--- src/verilog/hvf_map.vh ---
`ifndef HVF_MAP_VH
`define HVF_MAP_VH

// ----------------------------------------------------------------
// Register map (byte addresses on the Avalon-MM slave)
// ----------------------------------------------------------------
`define HVF_ADDR_CTRL        6'h00
`define HVF_ADDR_STATUS      6'h04
`define HVF_ADDR_MASK        6'h08
`define HVF_ADDR_POS         6'h0c

// Control fields
`define HVF_CTRL_ENABLE      0
`define HVF_CTRL_SYS1250     1
`define HVF_CTRL_RGB         2
`define HVF_CTRL_EIGHT       3
`define HVF_CTRL_RESET       4'h0

// Event bits, shared by status and mask
`define HVF_EV_LINE          0
`define HVF_EV_FIELD         1
`define HVF_EV_FRAME         2
`define HVF_MASK_RESET       3'h0

// ----------------------------------------------------------------
// Line interval, in sample clock periods
// ----------------------------------------------------------------
`define HVF_M_1125           12'd2200
`define HVF_M_1250           12'd2304
`define HVF_K_1125           12'd280
`define HVF_K_1250           12'd384
`define HVF_F_1125           12'd88
`define HVF_F_1250           12'd128
`define HVF_G_1125           12'd192
`define HVF_G_1250           12'd256
`define HVF_ACTIVE_SAMPLES   12'd1920
`define HVF_CODE_LEN         12'd4

// ----------------------------------------------------------------
// Field interval, digital line numbers
// ----------------------------------------------------------------
`define HVF_L3_1125          11'd41
`define HVF_L4_1125          11'd557
`define HVF_L7_1125          11'd564
`define HVF_L9_1125          11'd603
`define HVF_L10_1125         11'd1120
`define HVF_L12_1125         11'd1125
`define HVF_L3_1250          11'd45
`define HVF_L4_1250          11'd620
`define HVF_L7_1250          11'd626
`define HVF_L9_1250          11'd670
`define HVF_L10_1250         11'd1245
`define HVF_L12_1250         11'd1250
`define HVF_LINE_FIRST       11'd1

// ----------------------------------------------------------------
// Code levels (10-bit, two fractional bits)
// ----------------------------------------------------------------
`define HVF_PREAMBLE_HI      10'h3ff
`define HVF_PREAMBLE_LO      10'h000
`define HVF_VIDEO_MIN        10'h004
`define HVF_VIDEO_MAX10      10'h3fb
`define HVF_VIDEO_MAX8       10'h3f8
`define HVF_BLACK_Y          10'h040
`define HVF_BLACK_C          10'h200

`endif
--- src/verilog/hvf_framer.v ---
// Function
// - Luma plus multiplexed chroma in 20-bit word
// - Chroma co-sited odd luma, Cb then Cr
// - 8-bit values get two zero LSBs
// - Video never uses reserved code levels
// - 1125-line system also carries 30-bit RGB
// - Line is 2200 or 2304 samples
// - Line begins with EAV, 88/128 before reference
// - Active 1920 samples right after SAV
// - Horizontal blanking 280 or 384 incl. codes
// - Four-word codes: preamble then flag word
// - EAV and SAV on every line
// - 8-bit uses bits 9..2; 1250 ten-bit
// - F and V change only at EAV
// - Four protection bits from F, V, H
// - 1125-line field and active line numbers
// - 1250-line field and active line numbers
// - Line counter advances at line start
// - F is MSB, H is LSB of flags
`timescale 1ns/1ns
`default_nettype none
`include "hvf_map.vh"

module hvf_framer (
	input  wire        I_CORE_CLK,
	input  wire        I_RESET,
	input  wire        I_SAMPLE_CLK,
	input  wire [9:0]  I_Y,
	input  wire [9:0]  I_CB,
	input  wire [9:0]  I_CR,
	input  wire [9:0]  I_R,
	input  wire [9:0]  I_G,
	input  wire [9:0]  I_B,
	input  wire [5:0]  I_AVS_ADDRESS,
	input  wire        I_AVS_READ,
	input  wire        I_AVS_WRITE,
	input  wire [31:0] I_AVS_WRITEDATA,
	input  wire [3:0]  I_AVS_BYTEENABLE,
	output reg  [31:0] O_AVS_READDATA,
	output reg         O_AVS_WAITREQUEST,
	output reg  [9:0]  O_WORD_Y_G,
	output reg  [9:0]  O_WORD_C_B,
	output reg  [9:0]  O_WORD_R,
	output reg         O_WORD_STROBE,
	output reg         O_TAKE_SAMPLE,
	output reg         O_FIELD,
	output reg         O_VBLANK,
	output reg         O_HBLANK,
	output reg         O_ACTIVE,
	output reg         O_IRQ
);

	// ------------------------------------------------------------
	// Sample clock pin synchroniser and edge finder
	// ------------------------------------------------------------
	reg        smp_s1;
	reg        smp_s2;
	reg        smp_s3;
	wire       smp_tick;

	// First stage feeds only the second; edge from stages two, three
	always @(posedge I_CORE_CLK) begin
		if (I_RESET) begin
			smp_s1 <= 1'b0;
			smp_s2 <= 1'b0;
			smp_s3 <= 1'b0;
		end else begin
			smp_s1 <= I_SAMPLE_CLK;
			smp_s2 <= smp_s1;
			smp_s3 <= smp_s2;
		end
	end

	assign smp_tick = smp_s2 & ~smp_s3;

	// ------------------------------------------------------------
	// Control, status and mask registers
	// ------------------------------------------------------------
	reg  [3:0]  ctrl;
	reg  [2:0]  status;
	reg  [2:0]  mask;
	reg  [2:0]  events;
	wire        en;
	wire        sys1250;
	wire        rgb_mode;
	wire        eight;
	wire        bus_req;
	wire        bus_done;

	assign en       = ctrl[`HVF_CTRL_ENABLE];
	assign sys1250  = ctrl[`HVF_CTRL_SYS1250];
	// RGB lanes exist only in the 1125-line system
	assign rgb_mode = ctrl[`HVF_CTRL_RGB] & ~sys1250;
	// The 1250-line system always needs all ten bits
	assign eight    = ctrl[`HVF_CTRL_EIGHT] & ~sys1250;
	assign bus_req  = I_AVS_READ | I_AVS_WRITE;
	assign bus_done = bus_req & ~O_AVS_WAITREQUEST;

	// ------------------------------------------------------------
	// Line geometry for the selected system
	// ------------------------------------------------------------
	wire [11:0] line_len;
	wire [11:0] blank_len;
	wire [10:0] l3;
	wire [10:0] l4;
	wire [10:0] l7;
	wire [10:0] l9;
	wire [10:0] l10;
	wire [10:0] l12;

	assign line_len  = sys1250 ? `HVF_M_1250 : `HVF_M_1125;
	assign blank_len = sys1250 ? `HVF_K_1250 : `HVF_K_1125;
	assign l3  = sys1250 ? `HVF_L3_1250  : `HVF_L3_1125;
	assign l4  = sys1250 ? `HVF_L4_1250  : `HVF_L4_1125;
	assign l7  = sys1250 ? `HVF_L7_1250  : `HVF_L7_1125;
	assign l9  = sys1250 ? `HVF_L9_1250  : `HVF_L9_1125;
	assign l10 = sys1250 ? `HVF_L10_1250 : `HVF_L10_1125;
	assign l12 = sys1250 ? `HVF_L12_1250 : `HVF_L12_1125;

	// ------------------------------------------------------------
	// Sample and line counters
	// ------------------------------------------------------------
	reg  [11:0] cnt;
	reg  [10:0] line;
	reg         fld;
	reg         vbl;
	wire        line_end;
	reg  [10:0] next_line;
	reg         next_fld;
	reg         next_vbl;

	assign line_end = (cnt == line_len - 12'd1);

	// Flags of the line about to start, from its number
	always @* begin
		if (line == l12)
			next_line = `HVF_LINE_FIRST;
		else
			next_line = line + 11'd1;
		next_fld = (next_line >= l7);
		next_vbl = !(((next_line >= l3) && (next_line <= l4)) ||
			((next_line >= l9) && (next_line <= l10)));
	end

	// Counter advances on each sample; line wraps at EAV start
	always @(posedge I_CORE_CLK) begin
		if (I_RESET || !en) begin
			cnt  <= 12'd0;
			line <= `HVF_LINE_FIRST;
			fld  <= 1'b0;
			vbl  <= 1'b1;
		end else if (smp_tick) begin
			if (line_end) begin
				cnt  <= 12'd0;
				line <= next_line;
				fld  <= next_fld;
				vbl  <= next_vbl;
			end else begin
				cnt <= cnt + 12'd1;
			end
		end
	end

	// ------------------------------------------------------------
	// Word formation
	// ------------------------------------------------------------
	// Keeps video out of the reserved code levels
	function [9:0] hvf_clip;
		input [9:0] x;
		input       eb;
		reg   [9:0] t;
		begin
			t = eb ? {x[9:2], 2'b00} : x;
			if (t < `HVF_VIDEO_MIN)
				hvf_clip = `HVF_VIDEO_MIN;
			else if (eb && (t > `HVF_VIDEO_MAX8))
				hvf_clip = `HVF_VIDEO_MAX8;
			else if (t > `HVF_VIDEO_MAX10)
				hvf_clip = `HVF_VIDEO_MAX10;
			else
				hvf_clip = t;
		end
	endfunction

	reg  [9:0]  cr_hold;
	reg         in_eav;
	reg         in_sav;
	reg         in_act;
	reg         h_bit;
	reg  [9:0]  flag_word;
	reg  [9:0]  code_word;
	reg  [9:0]  chroma;
	reg  [9:0]  next_y_g;
	reg  [9:0]  next_c_b;
	reg  [9:0]  next_r;

	// Decode position within the line and build the lane values
	always @* begin
		in_eav = (cnt < `HVF_CODE_LEN);
		in_sav = (cnt >= blank_len - `HVF_CODE_LEN) &&
			(cnt < blank_len);
		in_act = (cnt >= blank_len);
		h_bit  = in_eav;
		// Flag word: 1 F V H P3 P2 P1 P0 0 0
		flag_word = {1'b1, fld, vbl, h_bit,
			vbl ^ h_bit, fld ^ h_bit, fld ^ vbl,
			fld ^ vbl ^ h_bit, 2'b00};
		// Code phase: both codes start on a multiple of four
		if (cnt[1:0] == 2'd0)
			code_word = `HVF_PREAMBLE_HI;
		else if (cnt[1:0] == 2'd3)
			code_word = flag_word;
		else
			code_word = `HVF_PREAMBLE_LO;
		// Even active index: odd luma, carries Cb
		chroma = cnt[0] ? cr_hold : I_CB;
		if (in_eav || in_sav) begin
			next_y_g = code_word;
			next_c_b = code_word;
			next_r   = code_word;
		end else if (in_act && rgb_mode) begin
			next_y_g = hvf_clip(I_G, eight);
			next_c_b = hvf_clip(I_B, eight);
			next_r   = hvf_clip(I_R, eight);
		end else if (in_act) begin
			next_y_g = hvf_clip(I_Y, eight);
			next_c_b = hvf_clip(chroma, eight);
			next_r   = `HVF_BLACK_Y;
		end else begin
			next_y_g = `HVF_BLACK_Y;
			next_c_b = rgb_mode ? `HVF_BLACK_Y : `HVF_BLACK_C;
			next_r   = `HVF_BLACK_Y;
		end
	end

	// Cr of a pair is taken with Cb and sent one word later
	always @(posedge I_CORE_CLK) begin
		if (I_RESET)
			cr_hold <= `HVF_BLACK_C;
		else if (smp_tick && en && in_act && !cnt[0])
			cr_hold <= I_CR;
	end

	// ------------------------------------------------------------
	// Output lanes, registered once per sample
	// ------------------------------------------------------------
	always @(posedge I_CORE_CLK) begin
		if (I_RESET) begin
			O_WORD_Y_G    <= `HVF_BLACK_Y;
			O_WORD_C_B    <= `HVF_BLACK_C;
			O_WORD_R      <= `HVF_BLACK_Y;
			O_WORD_STROBE <= 1'b0;
			O_TAKE_SAMPLE <= 1'b0;
			O_FIELD       <= 1'b0;
			O_VBLANK      <= 1'b1;
			O_HBLANK      <= 1'b1;
			O_ACTIVE      <= 1'b0;
		end else begin
			O_WORD_STROBE <= smp_tick & en;
			// Tells the source which tick consumed its inputs
			O_TAKE_SAMPLE <= smp_tick & en & in_act;
			if (smp_tick && en) begin
				O_WORD_Y_G <= next_y_g;
				O_WORD_C_B <= next_c_b;
				O_WORD_R   <= next_r;
				O_FIELD    <= fld;
				O_VBLANK   <= vbl;
				O_HBLANK   <= ~in_act;
				O_ACTIVE   <= in_act & ~vbl;
			end
		end
	end

	// ------------------------------------------------------------
	// Events, sticky status and interrupt
	// ------------------------------------------------------------
	always @* begin
		events = 3'b000;
		events[`HVF_EV_LINE]  = smp_tick & en & line_end;
		events[`HVF_EV_FIELD] = smp_tick & en & line_end &
			(next_fld != fld);
		events[`HVF_EV_FRAME] = smp_tick & en & line_end &
			(next_line == `HVF_LINE_FIRST);
	end

	// A new event wins over a write-one clear in the same cycle
	always @(posedge I_CORE_CLK) begin
		if (I_RESET) begin
			status <= 3'b000;
		end else if (bus_done && I_AVS_WRITE &&
			(I_AVS_ADDRESS == `HVF_ADDR_STATUS) &&
			I_AVS_BYTEENABLE[0]) begin
			status <= (status & ~I_AVS_WRITEDATA[2:0]) | events;
		end else begin
			status <= status | events;
		end
	end

	always @(posedge I_CORE_CLK) begin
		if (I_RESET)
			O_IRQ <= 1'b0;
		else
			O_IRQ <= |(status & mask);
	end

	// ------------------------------------------------------------
	// Avalon-MM slave: one wait cycle for every access
	// ------------------------------------------------------------
	// Waitrequest drops one cycle after a request appears
	always @(posedge I_CORE_CLK) begin
		if (I_RESET)
			O_AVS_WAITREQUEST <= 1'b1;
		else if (bus_req && O_AVS_WAITREQUEST)
			O_AVS_WAITREQUEST <= 1'b0;
		else
			O_AVS_WAITREQUEST <= 1'b1;
	end

	// Writes take effect at the edge that completes the access
	always @(posedge I_CORE_CLK) begin
		if (I_RESET) begin
			ctrl <= `HVF_CTRL_RESET;
			mask <= `HVF_MASK_RESET;
		end else if (bus_done && I_AVS_WRITE &&
			I_AVS_BYTEENABLE[0]) begin
			if (I_AVS_ADDRESS == `HVF_ADDR_CTRL)
				ctrl <= I_AVS_WRITEDATA[3:0];
			else if (I_AVS_ADDRESS == `HVF_ADDR_MASK)
				mask <= I_AVS_WRITEDATA[2:0];
		end
	end

	// Read data is captured in the wait cycle, so stands when done
	always @(posedge I_CORE_CLK) begin
		if (I_RESET) begin
			O_AVS_READDATA <= 32'h00000000;
		end else if (I_AVS_READ && O_AVS_WAITREQUEST) begin
			if (I_AVS_ADDRESS == `HVF_ADDR_CTRL)
				O_AVS_READDATA <= {28'h0000000, ctrl};
			else if (I_AVS_ADDRESS == `HVF_ADDR_STATUS)
				O_AVS_READDATA <= {29'h00000000, status};
			else if (I_AVS_ADDRESS == `HVF_ADDR_MASK)
				O_AVS_READDATA <= {29'h00000000, mask};
			else if (I_AVS_ADDRESS == `HVF_ADDR_POS)
				O_AVS_READDATA <= {fld, vbl, 3'b000, line,
					4'h0, cnt};
			else
				O_AVS_READDATA <= 32'h00000000;
		end
	end

endmodule // hvf_framer

`default_nettype wire

--- config.mk ---
export PLATFORM = sky130hd
export DESIGN_NAME = hvf_framer
export DESIGN_NICKNAME = d
export VERILOG_FILES = /design/src/verilog/hvf_framer.v
export VERILOG_INCLUDE_DIRS = /design/src /design/src/verilog
export SDC_FILE = /design/constraint.sdc
export NUM_CORES = 1
export LEC_CHECK = 0
export ABC_AREA = 0
export BUFFER_PORTS_ARGS = -buffer_cell sky130_fd_sc_hd__buf_2
export CORE_ASPECT_RATIO = 1.2
export CORE_MARGIN = 2
export CORE_UTILIZATION = 40
export CTS_BUF_LIST = sky130_fd_sc_hd__clkbuf_8 sky130_fd_sc_hd__clkbuf_16
export CTS_CLUSTER_SIZE = 40
export DETAILED_ROUTE_END_ITERATION = 16
export PLACE_DENSITY = 0.64
export SYNTH_ARGS = -nofsm -noshare
export SYNTH_HDL_FRONTEND = slang
export SYNTH_SLANG_ARGS = --single-unit
--- constraint.sdc ---
create_clock -name I_CORE_CLK -period 4.12 [get_ports I_CORE_CLK]
set_clock_uncertainty 0.1 [all_clocks]
set_input_delay 0.412 -clock I_CORE_CLK [delete_from_list [all_inputs] [get_ports I_CORE_CLK]]
set_output_delay 0.412 -clock I_CORE_CLK [all_outputs]
set_load 0.05 [all_outputs]
======== Word level (Yosys, flattened, before mapping) ========
Index checks and enable logic that the tools add are counted.
word-level totals
  bits in latches ......................... 0
  register bits ........................... 118
  input port bits ......................... 107
  logic and storage cells ................. 163
  output and inout bits ................... 70
  ROM bits ................................ 0
  bits in writable memories ............... 0
  memories kept ........................... 0
operators by class
  divide/modulo/power cells ............... 0
  equal/unequal tests ..................... 8
  $lt $le $gt $ge ......................... 24
  multiply operators ...................... 0
  shifts and indexed selects .............. 0
  reduce and logical (&&, ||, !) cells .... 30
  $add $sub $neg .......................... 4
  bitwise gates (word level) .............. 26
  multiplexer cells ....................... 48
operator list
  cell                                                                           count
  10-bit two-way mux                                                             27
  32-bit two-way mux                                                             4
  10-bit greater-than comparator, second input constant                          10
  10-bit by 3-bit less-than comparator with 1-bit output, second input constant  5
  8-bit two-way mux                                                              4
  11-bit by 10-bit >= comparator with 1-bit output                               2
  1-bit logical AND                                                              18
  7-bit two-way mux                                                              2
  12-bit by 1-bit adder with 12-bit output, second input constant                1
  12-bit equality test                                                           1
  6-bit by 4-bit equality test with 1-bit output, second input constant          2
  12-bit >= comparator                                                           1
  12-bit by 9-bit >= comparator with 1-bit output                                1
  12-bit by 3-bit less-than comparator with 1-bit output, second input constant  1
  12-bit by 9-bit less-than comparator with 1-bit output                         1
  12-bit two-way mux                                                             1
  12-bit by 1-bit subtractor with 12-bit output, second input constant           1
  11-bit by 1-bit adder with 11-bit output, second input constant                1
  11-bit by 1-bit equality test with 1-bit output, second input constant         1
  11-bit equality test                                                           1
  11-bit by 6-bit >= comparator with 1-bit output                                1
  11-bit by 10-bit less-or-equal comparator with 1-bit output                    1
  11-bit less-or-equal comparator                                                1
  11-bit two-way mux                                                             1
  other kinds (22)                                                               51

======== Logic depth before layout (Yosys ltp) ========
Gate-level depths: netlist (run 1).
  word-level depth ........................ 10
  mapped depth ............................ 14

======== Worst setup path after synthesis (run 1) ========
OpenSTA, ideal clock, no wires.
  path kind ............................... reg-to-reg
  start point ............................. register ctrl[1]
  end point ............................... register vbl
  buffers on the path ..................... 0
  arrival time ............................ 2,866 ps
  cell stages (with the launch flop) ...... 10
  path slack .............................. 1,023 ps
  required time ........................... 3,889 ps
  library setup time ...................... 131 ps
  path through ............................ dfxtp_1 -> or4b_4 -> a211oi_4 -> a21oi_1 -> ha_1 -> a31o_2 -> a31oi_1 -> or3b_2 -> a311oi_1 -> a21oi_1
on the way
  word-level cells in the longest chain between the ends .. 7
RTL lines
  what                                                                     line                                source
  from (decl)                                                              hvf_framer.v:79                     reg [3:0] ctrl;
  from (signal assigned)                                                   hvf_framer.v:322                    ctrl <= `HVF_CTRL_RESET;
  from (signal assigned)                                                   hvf_framer.v:327                    ctrl <= I_AVS_WRITEDATA[3:0];
  8-bit two-way mux (no line) *                                            -
  11-bit equality test *                                                   hvf_framer.v:136                    if (line == l12)
  11-bit two-way mux *                                                     hvf_framer.v:136
  named net next_line[2]                                                   hvf_framer.v:128                    reg [10:0] next_line;
  11-bit by 6-bit >= comparator with 1-bit output (tied with other cells)  hvf_framer.v:141                    next_vbl = !(((next_line >= l3) && (next_line <= l4)) ||
  1-bit logical AND (on tied branches)                                     hvf_framer.v:141, hvf_framer.v:142
  1-bit logical OR *                                                       hvf_framer.v:141
  1-bit logical NOT *                                                      hvf_framer.v:141
  to (signal assigned)                                                     hvf_framer.v:157                    vbl <= next_vbl;
  to (decl)                                                                hvf_framer.v:126                    reg vbl;
Mark *: on every way through the listed nets, which the timed path passes. The rest lies on a longest branch.
A chain may end at the register's enable or synchronous reset.

======== Worst setup path in the final report (run 1) ========
  start point ............................. register ctrl[1]
  end point ............................... register O_WORD_Y_G[2]
on the way
  word-level cells in the longest chain between the ends .. 10
RTL lines
  what                                                          line              source
  branches (longest 9 deep; another with 12-bit >= comparator)  -
  10-bit two-way mux *                                          hvf_framer.v:217  if (in_eav || in_sav) begin
  to (signal assigned)                                          hvf_framer.v:249  O_WORD_Y_G <= `HVF_BLACK_Y;
  to (signal assigned)                                          hvf_framer.v:263  O_WORD_Y_G <= next_y_g;
  to (decl)                                                     hvf_framer.v:41   output reg [9:0] O_WORD_Y_G,
Every way passes the cells marked *.

==> results by group, run 1 <==
Outcome
  • Run status: completed

Setup path
  • Worst Path Required: 4.32 ns
  • Cells along the critical path: inv_1 -> ha_1 -> a211oi_1 -> a2111oi_2 -> or2_2 -> nor3_2 -> a22oi_1 -> a21oi_1
  • R2r setup slk: around 0.62 ns
  • Startpoint types: flop
  • Worst R2R End: O_WORD_Y_G[2]$_SDFFE_PP0P_
  • CP peak stage delay: 0.89 ns
  • Worst Path Buf+Inv: 1
  • Worst Path Max Fanout: 16
  • Reg2Reg Depth: 8
  • Worst path slowest cell: nor3_2
  • CP Capture Type: flop
  • WP data arrival: 3.69 ns
  • CP top delay family: simple AND/OR/NAND/NOR gates
  • Reg2reg start: ctrl[1]$_SDFFE_PP0P_
  • WS Path Type: flop to flop

STA
  • Slew Limit Headroom: 28.2%
  • Final critical-path required period: between 3 and 4 ns
  • Fin crit share: a little over four fifths
  • Final hold vios: 0
  • Worst-margin pin slew: between 1 and 1.5 ns
  • # setup viols final: 0
  • Min Hold Slack: approximately 0.17 ns
  • Slew Limit Fails: 0
  • F_max: 0.286 GHz
  • Setup TNS: 0 ns
  • Unrepaired setup endpoints after global routing: false

Die
  • Core area: 0.0148 sq mm
  • Die Span Y: roughly 140 um
  • Initial Util: between 40% and 50%
  • Die ar.: 0.0160 sq mm
  • Die Width: approximately 120 um
  • # IOs: 177
  • FP Rows: 49

Place
  • HPWL after DPL: 13000 um
  • Placed cell areas: just under 0.007 sq mm
  • Global placer's final weighted congestion: 0.886
  • Port-buffer cells: 138

Global routing
  • Global route overflow: 0
  • Vias in the first global route: 5652
  • Global-route wire length before repair: roughly 28000 um
  • Initial antenna violation count: 0
  • Largest net degree at the start of global routing: 53
  • All-Layer GR Usage: approximately 22%

Route
  • # DRC: 0
  • WL final: 17700 um
  • Routed len/inst: 16.5 um
  • 1st-pass router iterations: 6
  • Post-detailed-route count of antenna-violating nets: 0
  • Vias per Instance: 5.53
  • DR iter-0 viols: ~390
  • Vias: about 6000

Yosys
  • Distinct cells, synth: 65
  • Post-synth EDFFs: 0
  • Post-synthesis mux area share: around 5.3%
  • Mapped Cells: between 700 and 800
  • Synth warn: 0
  • Synth Area in Adders: 4.39%
  • Post-synthesis simple-gate area fraction: 23.3%
  • Synth top area share: 37.1%
  • XOR/XNOR Fraction of Synth Area: 3.37%
  • Main combinational cell family by area after synthesis: simple AND/OR/NAND/NOR gates
  • Sequential area share after synthesis: 37.1%
  • Post-synthesis compound-gate area fraction: 21.0%
  • Synthesized cell area: approximately 0.0060 sq mm
  • Synth Flop Type: dfxtp_1
  • Syn Area/Cell: 7.98 sq um
  • Asr flop ratio synth: 0%
  • Leading area contributor after synthesis: dfxtp_1
  • #FFs+latches synth: approximately 110
  • Synth area leaders: dfxtp_1, nor2_1, nand2_1, o21ai_0, ha_1

Clocking
  • CTS Sinks: 111
  • CTS Buf Count: 9
  • H-tree depth: 3
  • Root Buffer: clkbuf_16
  • Post-CTS sizing: 0
  • Clock slew at reported path FFs: 0.08 ns
  • Clock Tree Buf Depth: 2
  • # hold bufs at CTS: 0
  • CTS tree: yes
  • Number of setup buffers added after CTS: 0
  • Clk Latency, worst-skew pair: 0.36 ns

Layout
  • Layout cells sized above 1: roughly 22%
  • Ant. Diodes: 0
  • Layout fillers: around 1600
  • Layout net count: 992
  • Area Overhead vs Synth: 18.6%
  • Post-route cell area: ~0.0071 sq mm

Worst hold path
  • Min-delay worst type: primary input to flop
  • Hold Crit Endpoint: cr_hold[9]$_SDFFE_PP1P_
  • Worst Hold Launch: I_CR[9]
  • Hold depth: 3

Job
  • Max-Cap Viols: 0

Pwr
  • VDD IR max: 166 uV
  • Power density over the cells: 290 mW/mm^2
  • Leakage: 2.91 nW
[power by group]
group          internal, mW  total [mW]  leakage [nW]  switching (mW)
sequential             1.07        1.08         0.895         0.00154
combinational        0.0408       0.118          1.88          0.0777
clock                 0.448       0.864         0.143           0.416
total                  1.56        2.06          2.91           0.495
[registers in the layout, summed over array words and instances (netlist names), 3 cells and up]
name,cells
cr_hold,10
O_AVS_READDATA,25
status,3
O_WORD_R,10
line,11
O_WORD_Y_G,10
O_WORD_C_B,10
ctrl,4
cnt,12
mask,3
[metal layers]
metal  track usage (%)  part of all wire, %
met5                 0                    0
met3              3.99                  4.9
met4              6.02                  1.7
met1              27.1                   42
met2              39.0                   51
[cell usage in the layout, fill, tap and decap left out, types with 3 or more instances in the layout]
cell       netlist  layout
buf_2            5     138
a21oi_1         48      48
buf_4           10      14
o22ai_1          3       3
a22oi_1         24      24
o21ai_0         54      54
nor4_1          15      15
mux2_2           4       4
o221ai_1         4       4
a21o_1           5       5
inv_1           20      20
a31oi_1         20      20
xnor2_1         13      13
a2111oi_0        3       3
nor3_1          13      13
nand2b_1         8       8
nand2_1         80      80
o211ai_1         6       6
or4_1            3       3
nand4_1         16      16
ha_1            21      21
nor2_1          97      97
a221oi_1         3       3
o31a_1           3       3
mux2i_1         25      25
clkbuf_16        0       9
nor2b_1         10      10
or3_1            8       8
and3_1           5       5
conb_1           1       7
dfxtp_1        111     111
nand3_1         22      22
xor2_1          10      10
[layout make-up]
cell class / instances / area (sq um) / area share [%]
Tap cell: 204 / 255 / 3.60
Inverter: 20 / 75.1 / 1.06
Multi-Input combinational cell: 570 / 3460 / 48.7
Timing Repair Buffer: 152 / 796 / 11.2
Sequential cell: 111 / 2220 / 31.3
Clock buffer: 11 / 253 / 3.56
Clock inverter: 5 / 38.8 / 0.546
[cell usage after synthesis (2+ instances only)]
cell type,count
a2111oi_0,3
a211oi_1,2
a21o_1,5
a21oi_1,48
a221oi_1,3
a22oi_1,24
a31oi_1,20
a32oi_1,2
and3_1,5
buf_2,5
buf_4,10
clkbuf_1,39
dfxtp_1,111
ha_1,21
inv_1,20
mux2_2,4
mux2i_1,25
nand2_1,80
nand2b_1,8
nand3_1,22
nand4_1,16
nand4b_1,2
nor2_1,97
nor2b_1,10
nor3_1,13
nor3_2,2
nor4_1,15
nor4_2,2
o211a_1,2
o211ai_1,6
o21ai_0,54
o221ai_1,4
o22ai_1,3
o311ai_0,2
o31a_1,3
o31ai_1,2
or2_2,2
or3_1,8
or4_1,3
xnor2_1,13
xor2_1,10
[stage by stage]
stage	worst slack, ns	utilization, %	cells	power [mW]
global placement	0.686	45.9	1057	1.22
finish	0.624	47.8	1073	2.06
detailed placement	0.700	45.9	1057	1.22
global route	0.416	47.8	1073	2.13
floorplan	1.02	-	756	1.16
CTS	0.669	47.8	1073	2.08
[cell families after synthesis]
logic type / Yosys count
AND/OR/NAND/NOR: 293
AO/OA/AOI/OAI: 196
flip-flops: 111
buffers and inverters: 75
multiplexers: 30
XOR/XNOR: 23
adder cells (fa/ha/maj): 21
other: 1
[how the worst max path moves through the flow]
stage / from / to / slack [ns] / depth (start not counted)
3_5_place_dp: ctrl[1]$_SDFFE_PP0P_ / O_WORD_Y_G[2]$_SDFFE_PP0P_ / 0.70 / 8
4_1_cts: ctrl[1]$_SDFFE_PP0P_ / O_WORD_Y_G[8]$_SDFFE_PP0P_ / 0.67 / 8
5_1_grt: ctrl[1]$_SDFFE_PP0P_ / O_WORD_Y_G[8]$_SDFFE_PP0P_ / 0.42 / 8
2_1_floorplan: ctrl[1]$_SDFFE_PP0P_ / vbl$_SDFFE_PP1P_ / 1.02 / 9
6_report: ctrl[1]$_SDFFE_PP0P_ / O_WORD_Y_G[2]$_SDFFE_PP0P_ / 0.62 / 8
3_3_place_gp: ctrl[1]$_SDFFE_PP0P_ / O_WORD_Y_G[2]$_SDFFE_PP0P_ / 0.69 / 8
[worst reg2reg max path: stages, from the launching register on]
cell       delay, ns
dfxtp_1         0.52
inv_1           0.27
ha_1            0.38
a211oi_1        0.32
a2111oi_2       0.16
or2_2           0.42
nor3_2          0.89
a22oi_1         0.20
a21oi_1         0.18
(Power assumes the default switching activity.)
==> run 2: changes to the inputs <==
- clock period: 4.12 -> 3.55 ns (I/O delays scaled with it)
==> results by group, run 2 (same netlist as run 1, synthesis figures left out) <==
Outcome
  • Run status: completed

Clocking
  • Number of setup buffers added after CTS: 0
  • Root Buffer: clkbuf_16
  • CTS Sinks: around 110
  • Clock slew at reported path FFs: 0.08 ns
  • Clk Latency, worst-skew pair: 0.36 ns
  • Clock Tree Buf Depth: 2
  • CTS Buf Count: 9
  • Post-CTS sizing: 0
  • H-tree depth: 3
  • CTS tree: yes
  • # hold bufs at CTS: 0

Die
  • Initial Util: roughly 40%
  • Die Width: 116 um
  • Core area: 0.0148 sq mm
  • # IOs: around 180
  • FP Rows: a little under 50
  • Die ar.: 0.0160 sq mm
  • Die Span Y: 138 um

Global routing
  • Met3 GRT Util: 2.94%
  • Global-route wire length before repair: 27900 um
  • M2 GR Usage: a little under two fifths
  • Global route overflow: 0
  • Met1 Use GR: 26.9%
  • All-Layer GR Usage: 21.8%
  • Largest net degree at the start of global routing: 53
  • Initial antenna violation count: 0
  • Gr busiest metal: met2
  • Vias in the first global route: 5512

Place
  • HPWL after DPL: 13400 um
  • Port-buffer cells: 138
  • Pre-CTS WS: 0.328 ns
  • Cell count after placement: 1068
  • Placed cell areas: 0.00689 sq mm
  • Global placer's final weighted congestion: 0.896

Layout
  • Largest reg by FF count: O_AVS_READDATA
  • Largest registers: O_AVS_READDATA x25, cnt x12, line x11
  • Layout cells sized above 1: about 23%
  • Ant. Diodes: 0
  • Layout net count: 1003
  • Area Overhead vs Synth: 21.0%
  • Layout fillers: about 1500
  • Largest register FFs: 25
  • Non-filler instance count after layout: 1084
  • Commonest non-fill, non-tap cells in the layout: buf_2, dfxtp_1, nor2_1, nand2_1, o21ai_0
  • Fin util: about half
  • Post-route cell area: 0.00724 sq mm
  • Register Area: 0.00222 sq mm
  • Commonest non-fill, non-tap cell in the layout: buf_2
  • Multi-input gate area: between 0.003 and 0.004 sq mm

STA
  • Fin worst setup slack: around 0.3 ns
  • # setup viols final: 0
  • Setup TNS: 0 ns
  • F_max: slightly above 0.3 GHz
  • Final hold vios: 0
  • Slew Limit Headroom: 32.7%
  • Fin crit share: 91.4%
  • Worst-margin pin slew: 1.00 ns
  • Final critical-path required period: 3.25 ns
  • Slew Limit Fails: 0
  • Unrepaired setup endpoints after global routing: false
  • Min Hold Slack: 0.109 ns

Route
  • 1st-pass router iterations: 4
  • Post-detailed-route count of antenna-violating nets: 0
  • Routed len/inst: 16.4 um
  • WL final: around 18000 um
  • DR iter-0 viols: 450
  • Vias: 5910
  • # DRC: 0
  • Vias per Instance: 5.45

Pwr
  • Power density over the cells: 355 mW/mm^2
  • Design Power: 2.57 mW
  • Leakage: around 3 nW
  • VDD IR max: 214 uV

Setup path
  • WP data arrival: between 3 and 4 ns
  • WS Path Type: flop to flop
  • Startpoint types: flop
  • R2r setup slk: roughly 0.3 ns
  • CP Capture Type: flop
  • Worst Path Max Fanout: 16
  • Worst Path Required: 3.75 ns

Job
  • Max-Cap Viols: 0

Worst hold path
  • Min-delay worst type: primary input to flop
==> run 2: layout make-up <==
| cell class | count | share of cell area, % |
|---|---|---|
| well taps | 204 | 3.52 |
| clock buffers | 9 | 3.11 |
| clock inverters | 7 | 1.74 |
| multi-input cells | 570 | 47.8 |
| flip-flops and latches | 111 | 30.7 |
| inverters | 20 | 1.04 |
| repair buffers | 163 | 12.1 |
==> run 2: worst paths after layout <==
check,end,cells past startpoint,from
setup reg to reg,O_WORD_Y_G[2]$_SDFFE_PP0P_,8,ctrl[1]$_SDFFE_PP0P_
hold / removal,cr_hold[9]$_SDFFE_PP1P_,3,I_CR[9]
hold reg to reg,smp_s2$_SDFF_PP0_,1,smp_s1$_SDFF_PP0_
setup / recovery,O_WORD_Y_G[2]$_SDFFE_PP0P_,8,ctrl[1]$_SDFFE_PP0P_
==> run 2: report_power, final <==
part | total, mW | switching (mW) | internal [mW]
Sequential | 1.25 | 0.00179 | 1.25
Clock | 1.19 | 0.487 | 0.699
Combinational | 0.139 | 0.0902 | 0.0484
Total | 2.57 | 0.579 | 1.99
==> run 2: worst max-delay path, cell delays in order, from the launching register on <==
cell,delay (ns)
dfxtp_1,0.47
inv_1,0.16
ha_1,0.33
a211oi_1,0.32
a2111oi_2,0.13
or2_2,0.42
nor3_2,0.85
a22oi_1,0.20
a21oi_1,0.19
==> run 2: per-layer routing <==
layer	up-vias	part of all wire [%]
met2	176	50
li1	2946	-
met4	0	2.4
met1	2759	43
met3	29	4.9
met5	-	0
